<file path="src/verilog/pcarr_consts.vh">
`ifndef PCARR_CONSTS_VH
`define PCARR_CONSTS_VH
// ----------------------------------------
// register byte addresses
// ----------------------------------------
`define PCARR_A_MODE 8'h00
`define PCARR_A_RUN 8'h04
`define PCARR_A_CNTL 8'h08
`define PCARR_A_CNTH 8'h0c
`define PCARR_A_STAT 8'h10
`define PCARR_A_MMC0 8'h20
`define PCARR_A_CMPL0 8'h40
`define PCARR_A_CMPH0 8'h60
`define PCARR_MOD_STEP 8'h04
// ----------------------------------------
// mode config fields
// ----------------------------------------
`define PCARR_M_IDLE 7
`define PCARR_M_WDOG 6
`define PCARR_M_SRCH 2
`define PCARR_M_SRCL 1
`define PCARR_M_OVIE 0
`define PCARR_MODE_MASK 8'hc7
// ----------------------------------------
// run and flags fields
// ----------------------------------------
`define PCARR_R_OVF 7
`define PCARR_R_RUN 6
`define PCARR_RUN_MASK 8'hdf
// ----------------------------------------
// module mode fields
// ----------------------------------------
`define PCARR_C_IRQ 0
`define PCARR_C_PWM 1
`define PCARR_C_TOG 2
`define PCARR_C_MAT 3
`define PCARR_C_FALL 4
`define PCARR_C_RISE 5
`define PCARR_C_CMP 6
`define PCARR_MMC_MASK 8'h7f
// ----------------------------------------
// counts and sizes
// ----------------------------------------
`define PCARR_NMOD 5
`define PCARR_WD_MOD 4
`define PCARR_DIV_SLOW 4'd6
`define PCARR_DIV_SLOW12 4'd12
`define PCARR_DIV_FAST 4'd2
`define PCARR_DIV_FAST12 4'd4
`define PCARR_SRC_SLOW 2'b00
`define PCARR_SRC_FAST 2'b01
`define PCARR_SRC_T0 2'b10
`define PCARR_SRC_EXT 2'b11
`endif

</file>
<file path="src/verilog/pcarr_sync.v">
`timescale 1ns/10ps
`include "pcarr_consts.vh"
module pcarr_sync (
    // clock and reset
    input wire i_clk,
    input wire i_rst,
    // pin in
    input wire i_pin,
    // filtered level and edges
    output reg o_level,
    output wire o_rise,
    output wire o_fall
);
    reg s1_reg;
    reg s2_reg;
    reg s3_reg;
    // stages filled from the pin; until then no edge is real
    reg [2:0] fill_reg;
    reg armed_reg;

    // three stages; a change counts once stages two and three agree
    always @(posedge i_clk) begin
        if (i_rst) begin
            s1_reg <= 1'b0;
            s2_reg <= 1'b0;
            s3_reg <= 1'b0;
            o_level <= 1'b0;
            fill_reg <= 3'b000;
            armed_reg <= 1'b0;
        end else begin
            s1_reg <= i_pin;
            s2_reg <= s1_reg;
            s3_reg <= s2_reg;
            fill_reg <= {fill_reg[1:0], 1'b1};
            if (s2_reg == s3_reg) begin
                o_level <= s3_reg;
                armed_reg <= fill_reg[2];
            end
        end
    end

    // no false edge when the idle pin level differs from reset
    assign o_rise = armed_reg && (s2_reg == s3_reg) && s3_reg && !o_level;
    assign o_fall = armed_reg && (s2_reg == s3_reg) && !s3_reg && o_level;
endmodule // pcarr_sync

</file>
<file path="src/verilog/pcarr_module.v">
`timescale 1ns/10ps
`include "pcarr_consts.vh"
module pcarr_module (
    // clock and reset
    input wire i_clk,
    input wire i_rst,
    // time base
    input wire [15:0] i_count,
    input wire i_tick,
    input wire i_low_wrap,
    // register writes
    input wire [7:0] i_mode,
    input wire i_wr_low,
    input wire i_wr_high,
    input wire [7:0] i_wdata,
    // pin
    input wire i_rise,
    input wire i_fall,
    // results
    output reg [7:0] o_cmp_low,
    output reg [7:0] o_cmp_high,
    output wire o_match,
    output wire o_event,
    output reg o_pin
);
    wire pwm_on = i_mode[`PCARR_C_PWM] & i_mode[`PCARR_C_CMP];
    wire cap = (i_rise & i_mode[`PCARR_C_RISE]) | (i_fall & i_mode[`PCARR_C_FALL]);
    // compare once per counter step so a held match counts once
    assign o_match = i_tick & i_mode[`PCARR_C_CMP] & ({o_cmp_high, o_cmp_low} == i_count);
    assign o_event = cap | (o_match & i_mode[`PCARR_C_MAT]);

    always @(posedge i_clk) begin
        if (i_rst) begin
            o_cmp_low <= 8'h00;
            o_cmp_high <= 8'h00;
            o_pin <= 1'b1;
        end else begin
            if (cap) begin
                o_cmp_low <= i_count[7:0];
                o_cmp_high <= i_count[15:8];
            end else if (i_wr_low) begin
                o_cmp_low <= i_wdata;
            end else if (i_wr_high) begin
                o_cmp_high <= i_wdata;
            end else if (pwm_on && i_low_wrap) begin
                o_cmp_low <= o_cmp_high;
            end
            if (pwm_on) begin
                o_pin <= !(i_count[7:0] < o_cmp_low);
            end else if (o_match && i_mode[`PCARR_C_TOG]) begin
                o_pin <= !o_pin;
            end
        end
    end
endmodule // pcarr_module

</file>
<file path="src/verilog/pcarr_top.v">
// Design decisions made here: the register addresses and register access over APB.
`timescale 1ns/10ps
`include "pcarr_consts.vh"
module pcarr_top (
    // clock and reset
    input wire i_clk,
    input wire i_rst,
    // apb slave
    input wire i_psel,
    input wire i_penable,
    input wire i_pwrite,
    input wire [7:0] i_paddr,
    input wire [31:0] i_pwdata,
    output wire o_pready,
    output reg [31:0] o_prdata,
    output wire o_pslverr,
    // system status
    input wire i_idle,
    input wire i_clk12_mode,
    input wire i_osc_tick,
    input wire i_t0_overflow,
    // pins
    input wire i_external_count_input,
    input wire [4:0] i_module_io_pin,
    output wire [4:0] o_module_io_pin,
    output wire [4:0] o_module_io_pin_oe_n,
    // events
    output wire o_irq,
    output reg o_wdog_reset
);
    // ----------------------------------------
    // registers
    // ----------------------------------------
    reg [7:0] mode_reg;
    reg [7:0] run_reg;
    reg [15:0] count_reg;
    reg [3:0] div_reg;
    reg [39:0] mmc_reg;
    wire [4:0] evt;
    wire [4:0] match;
    wire [4:0] rise;
    wire [4:0] fall;
    wire [39:0] cmp_low;
    wire [39:0] cmp_high;
    wire eci_rise;
    wire eci_level;
    wire eci_fall;

    wire acc = i_psel & i_penable;
    wire wr = acc & i_pwrite;
    assign o_pready = 1'b1;
    wire mod_space = (i_paddr >= `PCARR_A_MMC0) &&
        (i_paddr < (`PCARR_A_CMPH0 + `PCARR_NMOD * `PCARR_MOD_STEP));
    wire [7:0] mod_off = i_paddr & 8'h1f;
    wire [2:0] mod_idx = mod_off[4:2];
    wire [7:0] grp = i_paddr & 8'he0;
    wire known = (i_paddr == `PCARR_A_MODE) || (i_paddr == `PCARR_A_RUN) || (i_paddr == `PCARR_A_CNTL) ||
        (i_paddr == `PCARR_A_CNTH) || (i_paddr == `PCARR_A_STAT) ||
        (mod_space && (mod_idx < `PCARR_NMOD) && (mod_off[1:0] == 2'b00));
    assign o_pslverr = acc & !known;

    // ----------------------------------------
    // address decode
    // ----------------------------------------
    // per-register selects
    wire sel_mode = (i_paddr == `PCARR_A_MODE);
    wire sel_run = (i_paddr == `PCARR_A_RUN);
    wire sel_cntl = (i_paddr == `PCARR_A_CNTL);
    wire sel_cnth = (i_paddr == `PCARR_A_CNTH);
    wire sel_stat = (i_paddr == `PCARR_A_STAT);
    wire sel_mmc = known && (grp == `PCARR_A_MMC0);
    wire sel_cmpl = known && (grp == `PCARR_A_CMPL0);
    wire sel_cmph = known && (grp == `PCARR_A_CMPH0);
    wire rd_setup = i_psel && !i_penable && !i_pwrite;
    // register writes land in the access cycle
    wire wr_mode = wr && sel_mode;
    wire wr_run = wr && sel_run;
    wire wr_cntl = wr && sel_cntl;
    wire wr_cnth = wr && sel_cnth;

    // ----------------------------------------
    // count source
    // ----------------------------------------
    wire [1:0] src = {mode_reg[`PCARR_M_SRCH], mode_reg[`PCARR_M_SRCL]};
    reg [3:0] div_lim;
    always @* begin
        if (src == `PCARR_SRC_SLOW) begin
            div_lim = i_clk12_mode ? `PCARR_DIV_SLOW12 : `PCARR_DIV_SLOW;
        end else begin
            div_lim = i_clk12_mode ? `PCARR_DIV_FAST12 : `PCARR_DIV_FAST;
        end
    end
    wire div_hit = i_osc_tick && (div_reg == div_lim - 4'd1);
    reg src_evt;
    always @* begin
        case (src)
            `PCARR_SRC_SLOW: src_evt = div_hit;
            `PCARR_SRC_FAST: src_evt = div_hit;
            `PCARR_SRC_T0: src_evt = i_t0_overflow;
            default: src_evt = eci_rise;
        endcase
    end
    wire running = run_reg[`PCARR_R_RUN] && !(mode_reg[`PCARR_M_IDLE] && i_idle);
    wire tick = running & src_evt;
    wire wrap = tick && (count_reg == 16'hffff);
    wire low_wrap = tick && (count_reg[7:0] == 8'hff);

    pcarr_sync u_eci (
        .i_clk(i_clk),
        .i_rst(i_rst),
        .i_pin(i_external_count_input),
        .o_level(eci_level),
        .o_rise(eci_rise),
        .o_fall(eci_fall)
    );

    reg [15:0] count_next;
    reg [3:0] div_next;
    always @* begin
        div_next = div_reg;
        if (i_osc_tick) begin
            div_next = div_hit ? 4'd0 : div_reg + 4'd1;
        end
    end
    // software writes win over a count step
    always @* begin
        count_next = count_reg;
        if (wr_cntl) begin
            count_next[7:0] = i_pwdata[7:0];
        end else if (wr_cnth) begin
            count_next[15:8] = i_pwdata[7:0];
        end else if (tick) begin
            count_next = count_reg + 16'h0001;
        end
    end
    always @(posedge i_clk) begin
        if (i_rst) begin
            div_reg <= 4'd0;
            count_reg <= 16'h0000;
        end else begin
            div_reg <= div_next;
            count_reg <= count_next;
        end
    end

    // ----------------------------------------
    // modules
    // ----------------------------------------
    genvar g;
    generate
        for (g = 0; g < `PCARR_NMOD; g = g + 1) begin : gen_mod
            wire wsel = wr && (mod_idx == g) && mod_space;
            pcarr_sync u_sync (
                .i_clk(i_clk),
                .i_rst(i_rst),
                .i_pin(i_module_io_pin[g]),
                .o_level(),
                .o_rise(rise[g]),
                .o_fall(fall[g])
            );
            pcarr_module u_mod (
                .i_clk(i_clk),
                .i_rst(i_rst),
                .i_count(count_reg),
                .i_tick(tick),
                .i_low_wrap(low_wrap),
                .i_mode(mmc_reg[g*8 +: 8]),
                .i_wr_low(wsel && grp == `PCARR_A_CMPL0),
                .i_wr_high(wsel && grp == `PCARR_A_CMPH0),
                .i_wdata(i_pwdata[7:0]),
                .i_rise(rise[g]),
                .i_fall(fall[g]),
                .o_cmp_low(cmp_low[g*8 +: 8]),
                .o_cmp_high(cmp_high[g*8 +: 8]),
                .o_match(match[g]),
                .o_event(evt[g]),
                .o_pin(o_module_io_pin[g])
            );
            // drive only in pwm or toggle use; else the pin is an input
            assign o_module_io_pin_oe_n[g] = !(mmc_reg[g*8 + `PCARR_C_PWM] | mmc_reg[g*8 + `PCARR_C_TOG]);
            always @(posedge i_clk) begin
                if (i_rst) begin
                    mmc_reg[g*8 +: 8] <= 8'h00;
                end else if (wsel && grp == `PCARR_A_MMC0) begin
                    mmc_reg[g*8 +: 8] <= i_pwdata[7:0] & `PCARR_MMC_MASK;
                end
            end
        end
    endgenerate

    // ----------------------------------------
    // control and flags
    // ----------------------------------------
    wire [7:0] run_wr = i_pwdata[7:0] & `PCARR_RUN_MASK;
    reg [7:0] mode_next;
    reg [7:0] run_next;
    always @* begin
        mode_next = mode_reg;
        if (wr_mode) begin
            mode_next = i_pwdata[7:0] & `PCARR_MODE_MASK;
        end
    end
    always @* begin
        run_next = run_reg;
        if (wr_run) begin
            run_next = run_wr;
        end
        // software may clear or set flags; hardware set wins
        run_next[`PCARR_R_OVF] = run_next[`PCARR_R_OVF] | wrap;
        run_next[4:0] = run_next[4:0] | evt;
    end
    always @(posedge i_clk) begin
        if (i_rst) begin
            mode_reg <= 8'h00;
            run_reg <= 8'h00;
        end else begin
            mode_reg <= mode_next;
            run_reg <= run_next;
        end
    end

    // module irq enables gate event flags
    reg [4:0] irq_en;
    integer k;
    always @* begin
        for (k = 0; k < `PCARR_NMOD; k = k + 1) begin
            irq_en[k] = mmc_reg[k*8 + `PCARR_C_IRQ];
        end
    end
    wire ovf_irq = run_reg[`PCARR_R_OVF] & mode_reg[`PCARR_M_OVIE];
    wire mod_irq = |(run_reg[4:0] & irq_en);
    assign o_irq = ovf_irq | mod_irq;

    // ----------------------------------------
    // watchdog
    // ----------------------------------------
    wire wdog_arm = mode_reg[`PCARR_M_WDOG];
    wire wdog_next = wdog_arm & match[`PCARR_WD_MOD];
    always @(posedge i_clk) begin
        if (i_rst) begin
            o_wdog_reset <= 1'b0;
        end else begin
            // one-cycle internal reset request, pin untouched
            o_wdog_reset <= wdog_next;
        end
    end

    // ----------------------------------------
    // read data
    // ----------------------------------------
    reg [7:0] rd_byte;
    always @* begin
        rd_byte = 8'h00;
        if (sel_mode) begin
            rd_byte = mode_reg;
        end else if (sel_run) begin
            rd_byte = run_reg;
        end else if (sel_cntl) begin
            rd_byte = count_reg[7:0];
        end else if (sel_cnth) begin
            rd_byte = count_reg[15:8];
        end else if (sel_stat) begin
            rd_byte = {2'b00, eci_level, o_module_io_pin};
        end else if (sel_mmc) begin
            rd_byte = mmc_reg[mod_idx*8 +: 8];
        end else if (sel_cmpl) begin
            rd_byte = cmp_low[mod_idx*8 +: 8];
        end else if (sel_cmph) begin
            rd_byte = cmp_high[mod_idx*8 +: 8];
        end
    end
    // loaded in setup so data stands through the access cycle
    always @(posedge i_clk) begin
        if (i_rst) begin
            o_prdata <= 32'h00000000;
        end else if (rd_setup) begin
            o_prdata <= {24'h000000, rd_byte};
        end
    end
endmodule // pcarr_top

</file>
<file path="config.mk">
export PLATFORM = sky130hd
export DESIGN_NAME = pcarr_top
export DESIGN_NICKNAME = d
export VERILOG_FILES = /design/src/verilog/pcarr_sync.v /design/src/verilog/pcarr_module.v /design/src/verilog/pcarr_top.v
export VERILOG_INCLUDE_DIRS = /design/src /design/src/verilog
export SDC_FILE = /design/constraint.sdc
export NUM_CORES = 1
export LEC_CHECK = 0
export BUFFER_PORTS_ARGS = -buffer_cell sky130_fd_sc_hd__buf_2
export CORE_ASPECT_RATIO = 1.25
export CORE_MARGIN = 5
export CORE_UTILIZATION = 45
export DETAILED_ROUTE_END_ITERATION = 16
export REMOVE_ABC_BUFFERS = 1
export SETUP_SLACK_MARGIN = 0.4
export SKIP_CTS_REPAIR_TIMING = 1
export SYNTH_ARGS = -nofsm -noshare
export SYNTH_HDL_FRONTEND = slang
export SYNTH_SLANG_ARGS = --single-unit
</file>
<file path="constraint.sdc">
create_clock -name i_clk -period 5.3 [get_ports i_clk]
set_input_delay 0.53 -clock i_clk [delete_from_list [all_inputs] [get_ports i_clk]]
set_output_delay 0.53 -clock i_clk [all_outputs]
set_load 0.005 [all_outputs]
</file>
[Word-level counts from Yosys, hierarchy flattened]
Cells that the tools add are included.
Storage, ports and cells
  register bits after elaboration: 209
  bits of input ports: 55
  output and inout port bits: 46
  logic and storage cells: 397
Cells by class
  add/subtract/negate cells: 3
  magnitude comparators: 8
  equality and inequality tests: 38
  shift-type cells: 3
  mux-type cells: 69
  bitwise operators: 56
  reductions and logical operators: 150
Operators with widths (number)
  $mux 8: 47
  $shiftx 40x7->8: 3
  $eq 16x16->1: 5
  $logic_and 1x1->1: 80
  $lt 8x8->1: 5
  $and 1x1->1: 36
  $logic_not 1->1: 30
  $reduce_and 2->1: 12
  $reduce_bool 2->1: 12
  $or 1x1->1: 17
  $add 16x1->16 const B: 1
  $eq 16x16->1 const B: 1
  $eq 8x4->1 const B: 2
  $mux 1: 16
  $mux 16: 1
  $ne 3x2->1 const B: 5
  $reduce_bool 3->1: 5
  $eq 3x2->1 const B: 4
  $mux 4: 3
  $ne 2x2->1 const B: 6
  $eq 8x3->1 const B: 1
  $eq 8x5->1 const B: 1
  $eq 8x8->1 const B: 1
  $ge 8x6->1 const B: 1
  21 further kinds: 32

[Depth between registers and ports, before layout]
Gate-level depths: netlist of run 1.
  depth in word-level cells: 15
  gate-level depth with buffers: 10
  mapped depth without buffers: 8

[Cells and area by module]
A second synthesis of run 1 with hierarchy kept.
Second synthesis, totals
  cells, all modules: 1503
  area, all modules: 12729.7 µm²
Modules (own cells, without submodules)
  pcarr_module: instances 5, cells an instance 142, area an instance 1186.1 µm², seq. area each 340.3 µm²
  pcarr_top: instances 1, cells an instance 655, area an instance 5215.0 µm², seq. area each 1521.5 µm²
  pcarr_sync: instances 6, cells an instance 23, area an instance 264.0 µm², seq. area each 160.2 µm²

[Worst setup path after synthesis of run 1]
Ideal clock, no wire load.
  path type: input-to-reg
  from: input i_paddr[5]
  to: register run_reg[0]
  setup time: 0.115 ns
  data arrival time: 2.157 ns
  required time: 5.185 ns
  path slack: 3.028 ns
  cell stages on the path: 7
  buffers on the path: 1
  cell sequence: buf_2 -> or4_1 -> nor2_2 -> nand3_1 -> mux2i_1 -> nand2_1 -> o21a_1
On the way
  cells in the longest elaborated chain, start to end: 4
Ends and longest elaborated chain
  from (decl): RTL line pcarr_top.v:12  | input wire [7:0] i_paddr,
  $eq 8x3->1 (no line)
  $logic_and 1x1->1: RTL line pcarr_top.v:77  | wire wr_run = wr && sel_run;
  $mux 8: RTL line pcarr_top.v:205  | if (wr_run) begin
  $or 5x5->5: RTL line pcarr_top.v:210  | run_next[4:0] = run_next[4:0] | evt;
  to (signal assigned): RTL line pcarr_top.v:218  | run_reg <= run_next;
  to (decl): RTL line pcarr_top.v:35  | reg [7:0] run_reg;
Every way passes these cells.
A chain may end at the register's enable or synchronous reset.

[Final worst setup path of run 1]
  from: register mode_reg[1]
  to: register count_reg[12]
On the way
  cells in the longest elaborated chain, start to end: 9
  elaborated cells on any way between the ends: 12
  classes of those cells: add/sub: 1; eq/ne: 3; mux: 2; bitwise: 1; reduce/logical: 5
Ends and longest elaborated chain
  from (decl): RTL line pcarr_top.v:34  | reg [7:0] mode_reg;
  from (signal assigned): RTL line pcarr_top.v:217  | mode_reg <= mode_next;
  $logic_not 2->1: RTL line pcarr_top.v:96  | case (src)
  $mux 4: RTL line pcarr_top.v:87  | if (src == `PCARR_SRC_SLOW) begin
  $sub 4x1->4: RTL line pcarr_top.v:93  | wire div_hit = i_osc_tick && (div_reg == div_lim - 4'd1);
  $eq 4x4->1: RTL line pcarr_top.v:93
  $logic_and 1x1->1: RTL line pcarr_top.v:93
  $pmux 1 s2 *: RTL line pcarr_top.v:96
  $and 1x1->1 *: RTL line pcarr_top.v:104  | wire tick = running & src_evt;
  $reduce_bool 2->1 (no line) *
  $reduce_and 2->1 (no line) *
  to (signal assigned): RTL line pcarr_top.v:142  | count_reg <= count_next;
  to (decl): RTL line pcarr_top.v:36  | reg [15:0] count_reg;
Every way passes the cells marked *; elsewhere a longest branch is shown, timed or not.

==> run summary, run 1 <==
Register area share after synthesis: 30.5%
# DRC: 0
Fin crit share: 63.6%
Die Height: 198 um
Pwr per Cell Area: 222 mW/mm^2
Initial Utilization: 45.9%
Clock Pin Slew Worst Setup and Hold Paths: 80 ps
# nets final: 1615
Period minus WS final: 3370 ps
Pint: 2.20 mW
Worst slew pin tran: 1110 ps
Hold_ws: 286 ps
Max-slew violation count: 0
CP Launch Type: flop
Syn Std Cell Area: 0.0127 mm^2
Worst setup EP type: flop
Port buffer count: 51
Relative slew margins: 25.6%
Ant diodes: 0
Total gr overflow: 0
Wirelength per Cell: 25.4 um
Hpwl dp: 33.3 mm
Die ar.: 0.0318 mm^2
Final Hold Viols: 0
Initial antenna violation count: 0
Max frequency: 0.297 GHz
Worst EP arrival: 3720 ps
Clock tree from TritonCTS: yes
Synth Register Bits: 194
Chip width: 160 um
Clock network power share: 44.0%
Yosys cell types: 73
GRT Util Overall: 29.0%
Post-Syn Area per Cell: 8.17 um^2
Leakage: 5.43 nW
CTS root buf: clkbuf_16
Ratio of cells with drive above 1 in the final layout: 10.8%
Post-route insts no fill: 1881
Standard-cell rows: 68
Ys async rst share: 0%
Sequential power share: 48.9%
RSZ-0062 raised after global routing: no
Peak VDD IR: 0.000142 V
Status: complete, no violations
Num Clock Sinks: 194
Synthesis-to-finish area growth: 6.90%
Total CTS buffers: 17
Inst Count DP: 1849
Sw power: 0.819 mW
Hold Path Class: in2reg
DRT iter0 DRCs: 1357
Htree depth: 4
Setup TNS Final: 0 ps
I/O pin cnt: 101
Largest fanout on the critical path: 16
Clock skew: 15.5 ps
Combinational Power Share: 7.0%
Critical path data required time: 5650 ps
Post-route setup slack: 1930 ps
Final setup fails: 0
EDFF count, synth: 0
Latest clock arrival within the worst-skew pair: 460 ps
RD Place Congestion: 1.02
DP Worst Slack: 1960 ps
Largest net degree at the start of global routing: 105
Post-Synthesis Cells: 1559
First-pass GRT wire length: 70.6 mm
Drt pass-1 iters: 6
Max_cap viols: 0
Core Region: 0.0277 mm^2
Most used DFF post-synth: dfxtp_1
Final wirelength: 47.8 mm
Vias per cell: 6.46
Setup CP Type: reg2reg
Post-route ant nets: 0
Routed via count: 12.2k
Clock Path Buffers: 2
Sw Ratio: 27.1%
Synthesis Warnings: 0
Vias in the first global route: 11.2k
## per-layer routing
layer | routed length [um] | global-route usage, %
met5 | 0 | 0
met3 | 3590 | 4.85
met1 | 20000 | 38.3
met2 | 21300 | 45.5
met4 | 2840 | 15.6
## critical path, cell delays in order, from the launching register on
cell and delay [ps]:
dfxtp_1 520, nor2_1 140, and4b_1 250, o31ai_4 860, buf_4 290, a21o_1 610, a21oi_1 300, a32o_1 290
## worst paths after layout
check | from | endpoint | slack [ps] | depth (start not counted)
worst max-delay path | mode_reg[1] | count_reg[12] | 1930 | 7
worst min-delay path | i_module_io_pin[3] | gen_mod[3].u_sync.s1_reg | 290 | 2
worst max register to register | mode_reg[1] | count_reg[12] | 1930 | 7
worst min register to register | gen_mod[2].u_sync.s1_reg | gen_mod[2].u_sync.s2_reg | 440 | 1
## power by group through the flow
stage                     combinational, mW  clock (mW)  sequential [mW]
after floorplan                      0.0770           0             1.51
after global placement                0.204           0             1.51
after detailed placement              0.204           0             1.51
after CTS                             0.205        1.34             1.48
after global routing                  0.221        1.40             1.48
final                                 0.212        1.33             1.48
## cell families (layout without fill, tap and decap cells)
group,after synthesis,after routing,share of synthesized area [%]
and+or+nand+nor,507,507,19.9
other,2,25,0.0590
buffers and inverters,218,167,7.86
AOI/OAI and AO/OA,391,391,21.0
DFF,194,194,30.5
adders and majority gates,42,42,4.13
muxes,153,153,12.9
xor gates and xnor gates,52,52,3.58
## synthesized netlist by cell type, types with 17 or more instances
library cell | instances | area share [%]
a211oi_1 | 55 | 3.2
a21oi_1 | 110 | 4.3
a31oi_1 | 19 | 0.93
buf_2 | 31 | 1.2
buf_4 | 36 | 2.1
clkbuf_1 | 87 | 2.6
dfxtp_1 | 194 | 30
ha_1 | 42 | 4.1
inv_1 | 49 | 1.4
mux2i_1 | 140 | 11
nand2_1 | 133 | 3.9
nand3_1 | 107 | 4.2
nor2_1 | 104 | 3.1
nor2b_1 | 38 | 1.9
nor3_1 | 26 | 1.0
nor4_1 | 17 | 0.84
o21ai_0 | 70 | 2.8
o221ai_1 | 46 | 3.2
xor2_1 | 48 | 3.3
## area by class of cell
| class | count | area (um^2) |
|---|---|---|
| Clock inverter | 14 | 144 |
| Clock buffer | 18 | 439 |
| Tap cell | 350 | 438 |
| Timing Repair Buffer | 86 | 539 |
| Sequential cell | 194 | 3880 |
| Multi-Input combinational cell | 1170 | 7990 |
| Inverter | 49 | 184 |
| Fill cell | 2755 | 14100 |
## placed cells by master (no fill, tap or decap), types with 6 or more instances in the layout
cell / Yosys / routed
mux4_2: 9 / 9
ha_1: 42 / 42
o211ai_1: 7 / 7
nand2b_1: 6 / 6
nand3_1: 107 / 107
or3_1: 7 / 7
and3_1: 8 / 8
and4b_1: 8 / 8
nor2_1: 104 / 104
nand2_1: 133 / 133
and2_1: 10 / 10
buf_2: 31 / 49
a22oi_1: 6 / 6
nor3_1: 26 / 25
nor2b_1: 38 / 38
o21ai_0: 70 / 70
a2111o_1: 6 / 6
buf_4: 36 / 35
a2111oi_2: 6 / 6
clkbuf_16: 0 / 17
xor2_1: 48 / 48
o31ai_1: 10 / 10
nand4_1: 14 / 14
a31oi_1: 19 / 19
inv_1: 49 / 49
or4_1: 6 / 6
o221ai_1: 46 / 46
nor4_1: 17 / 14
mux2i_1: 140 / 140
a211oi_1: 55 / 55
o21a_1: 6 / 6
conb_1: 2 / 25
dfxtp_1: 194 / 194
a21oi_1: 110 / 110
## stage by stage
stage | instance area, um^2 | util [%] | power (mW)
global placement | 13000 | 47.0 | 1.71
global route | 13600 | 49.1 | 3.10
CTS | 13600 | 49.1 | 3.02
floorplan | 12000 | - | 1.59
finish | 13600 | 49.1 | 3.02
detailed placement | 13000 | 47.0 | 1.72
No activity file was read; power rests on OpenSTA's default activity.
==> run 2, diff against run 1 <==
clock period = 3.3 ns   (was 5.3 ns; I/O delays follow)
==> run 2 against run 1 <==
Net effect:
- flip-flop and latch count is the same
- clock power grew 65%
- total power grew 63%
- combinational power grew 63%
- critical path depth grew 2
- design area grew 2.8%
- utilization grew 1.4 points
- count of clock-buffer cells in the layout shrank 1
- largest cell class unchanged
- highest routed layer unchanged
==> run summary, run 2 (synthesis results as in run 1) <==
Initial antenna violation count: 0 (unchanged)
Die ar.: 0.0318 mm^2 (unchanged)
Core Region: 0.0277 mm^2 (unchanged)
Standard-cell rows: 68 (unchanged)
GRT Util Overall: 29.9% (+0.85 points)
# DRC: 0 (unchanged)
Chip width: 160 um (unchanged)
Latest clock arrival within the worst-skew pair: 460 ps (about the same)
Max-slew violation count: 0 (unchanged)
Fin crit share: 83.7% (+20 points)
Status: complete, no violations
RSZ-0062 raised after global routing: yes
Commonest non-fill, non-tap cell in the layout: dfxtp_1
Port buffer count: 51 (unchanged)
Synthesis-to-finish area growth: 9.90%
First-pass GRT wire length: 72.7 mm (+2.9%)
Setup TNS Final: 0 ps (unchanged)
Htree depth: 4 (unchanged)
Peak VDD IR: 0.000249 V (+75%)
# nets final: 1658 (+2.7%)
Largest fanout on the critical path: 8 (-8)
Post-route insts no fill: 1924 (+2.3%)
Pwr per Cell Area: 352 mW/mm^2 (+59%)
Critical path data required time: 3680 ps (-1970 ps)
Total gr overflow: 0 (unchanged)
Commonest non-fill, non-tap cells in the layout: dfxtp_1, mux2i_1, nand2_1, a21oi_1, nand3_1
Num Clock Sinks: 194 (unchanged)
Period minus WS final: 2760 ps (-610 ps)
Inst Count DP: 1891 (+2.3%)
Wirelength per Cell: 25.3 um (-0.58%)
Final Hold Viols: 0 (unchanged)
Worst EP arrival: 3150 ps (-570 ps)
Total CTS buffers: 17 (unchanged)
Max frequency: 0.362 GHz (+22%)
Worst slew pin tran: 933 ps (-181 ps)
Ratio of cells with drive above 1 in the final layout: 13.2% (+2.4 points)
Vias per cell: 6.42 (-0.61%)
Clock Path Buffers: 2 (unchanged)
Drt pass-1 iters: 5 (-1)
Clock skew: 13.3 ps (-2.23 ps)
Final setup fails: 0 (unchanged)
I/O pin cnt: 101 (unchanged)
Clock Pin Slew Worst Setup and Hold Paths: 80 ps (about the same)
Initial Utilization: 45.9% (unchanged)
CTS root buf: clkbuf_16
Worst setup EP type: flop
Clock tree from TritonCTS: yes
Relative slew margins: 37.8% (+12 points)
Hpwl dp: 35.5 mm (+6.5%)
Routed via count: 12.4k (+1.7%)
Final wirelength: 48.6 mm (+1.7%)
Largest net degree at the start of global routing: 159 (+51%)
Post-route ant nets: 0 (unchanged)
CP Launch Type: flop
Die Height: 198 um (unchanged)
Leakage: 5.66 nW (+4.2%)
RD Place Congestion: 0.972 (-4.7%)
Hold Path Class: in2reg
Max_cap viols: 0 (unchanged)
Ant diodes: 0 (unchanged)
Vias in the first global route: 11.4k (+2.3%)
DRT iter0 DRCs: 1704 (+26%)
Setup CP Type: reg2reg
-- run 2: cell types whose count changed in the layout (fill, tap and decap cells not counted) --
cell,change
clkinv_8,+5
clkinvlp_4,-1
clkbuf_8,-1
clkinv_2,-1
a2111oi_4,+2
inv_8,-1
clkinv_4,-1
a2111oi_2,-2
buf_4,+43
-- run 2: worst paths after layout --
| path | slack, ps | from | endpoint | depth (start not counted) |
|---|---|---|---|---|
| min reg2reg | 440 | gen_mod[1].u_sync.s1_reg | gen_mod[1].u_sync.s2_reg | 1 |
| min | 80 | i_external_count_input | u_eci.s1_reg | 2 |
| max | 540 | count_reg[1] | gen_mod[0].u_mod.o_cmp_low[0] | 9 |
| max reg2reg | 540 | count_reg[1] | gen_mod[0].u_mod.o_cmp_low[0] | 9 |
-- run 2: layout make-up --
class	instances	area, um^2
clock inverters	15	193
multi-input cells	1170	8010
flip-flops and latches	194	3880
fillers	2729	13700
inverters	49	184
repair buffers	129	862
clock buffers	17	425
well taps	350	438
-- run 2: critical path, stage by stage, from the launching register on --
cell and delay (ps):
dfxtp_1 530, ha_1 280, nand4_1 190, nor2_2 230
nand3_1 270, buf_4 290, a2111oi_2 360, buf_4 220
o221ai_1 130, a21oi_1 180
-- run 2: power by group --
part	switching, mW	internal [mW]	total [mW]	leakage, nW
Combinational	0.252	0.0939	0.346	3.79
Clock	1.11	1.10	2.20	0.298
Sequential	0.0162	2.36	2.37	1.57
-- run 2: routing by layer --
layer | share of wire, % | track usage, % | routed length (um) | vias to the layer above
met4 | 6.6 | 17.2 | 3200 | 0
met2 | 45 | 46.8 | 21700 | 620
met1 | 41 | 39.5 | 20100 | 5919
met3 | 7.4 | 4.14 | 3580 | 158
li1 | - | - | - | 5658
met5 | 0 | 0 | 0 | -
-- run 2: stage by stage --
| stage | instance area [um^2] | hold WS, ps | util [%] | worst slack, ps | power, mW |
|---|---|---|---|---|---|
| detailed placement | 13300 | 424 | 48.1 | 531 | 2.76 |
| global route | 14000 | 74.6 | 50.5 | 382 | 5.05 |
| finish | 14000 | 80.1 | 50.5 | 538 | 4.92 |
| global placement | 13300 | 417 | 48.1 | 511 | 2.76 |
| CTS | 14000 | 68.6 | 50.3 | 514 | 4.93 |
| floorplan | 12000 | 399 | - | 211 | 2.55 |
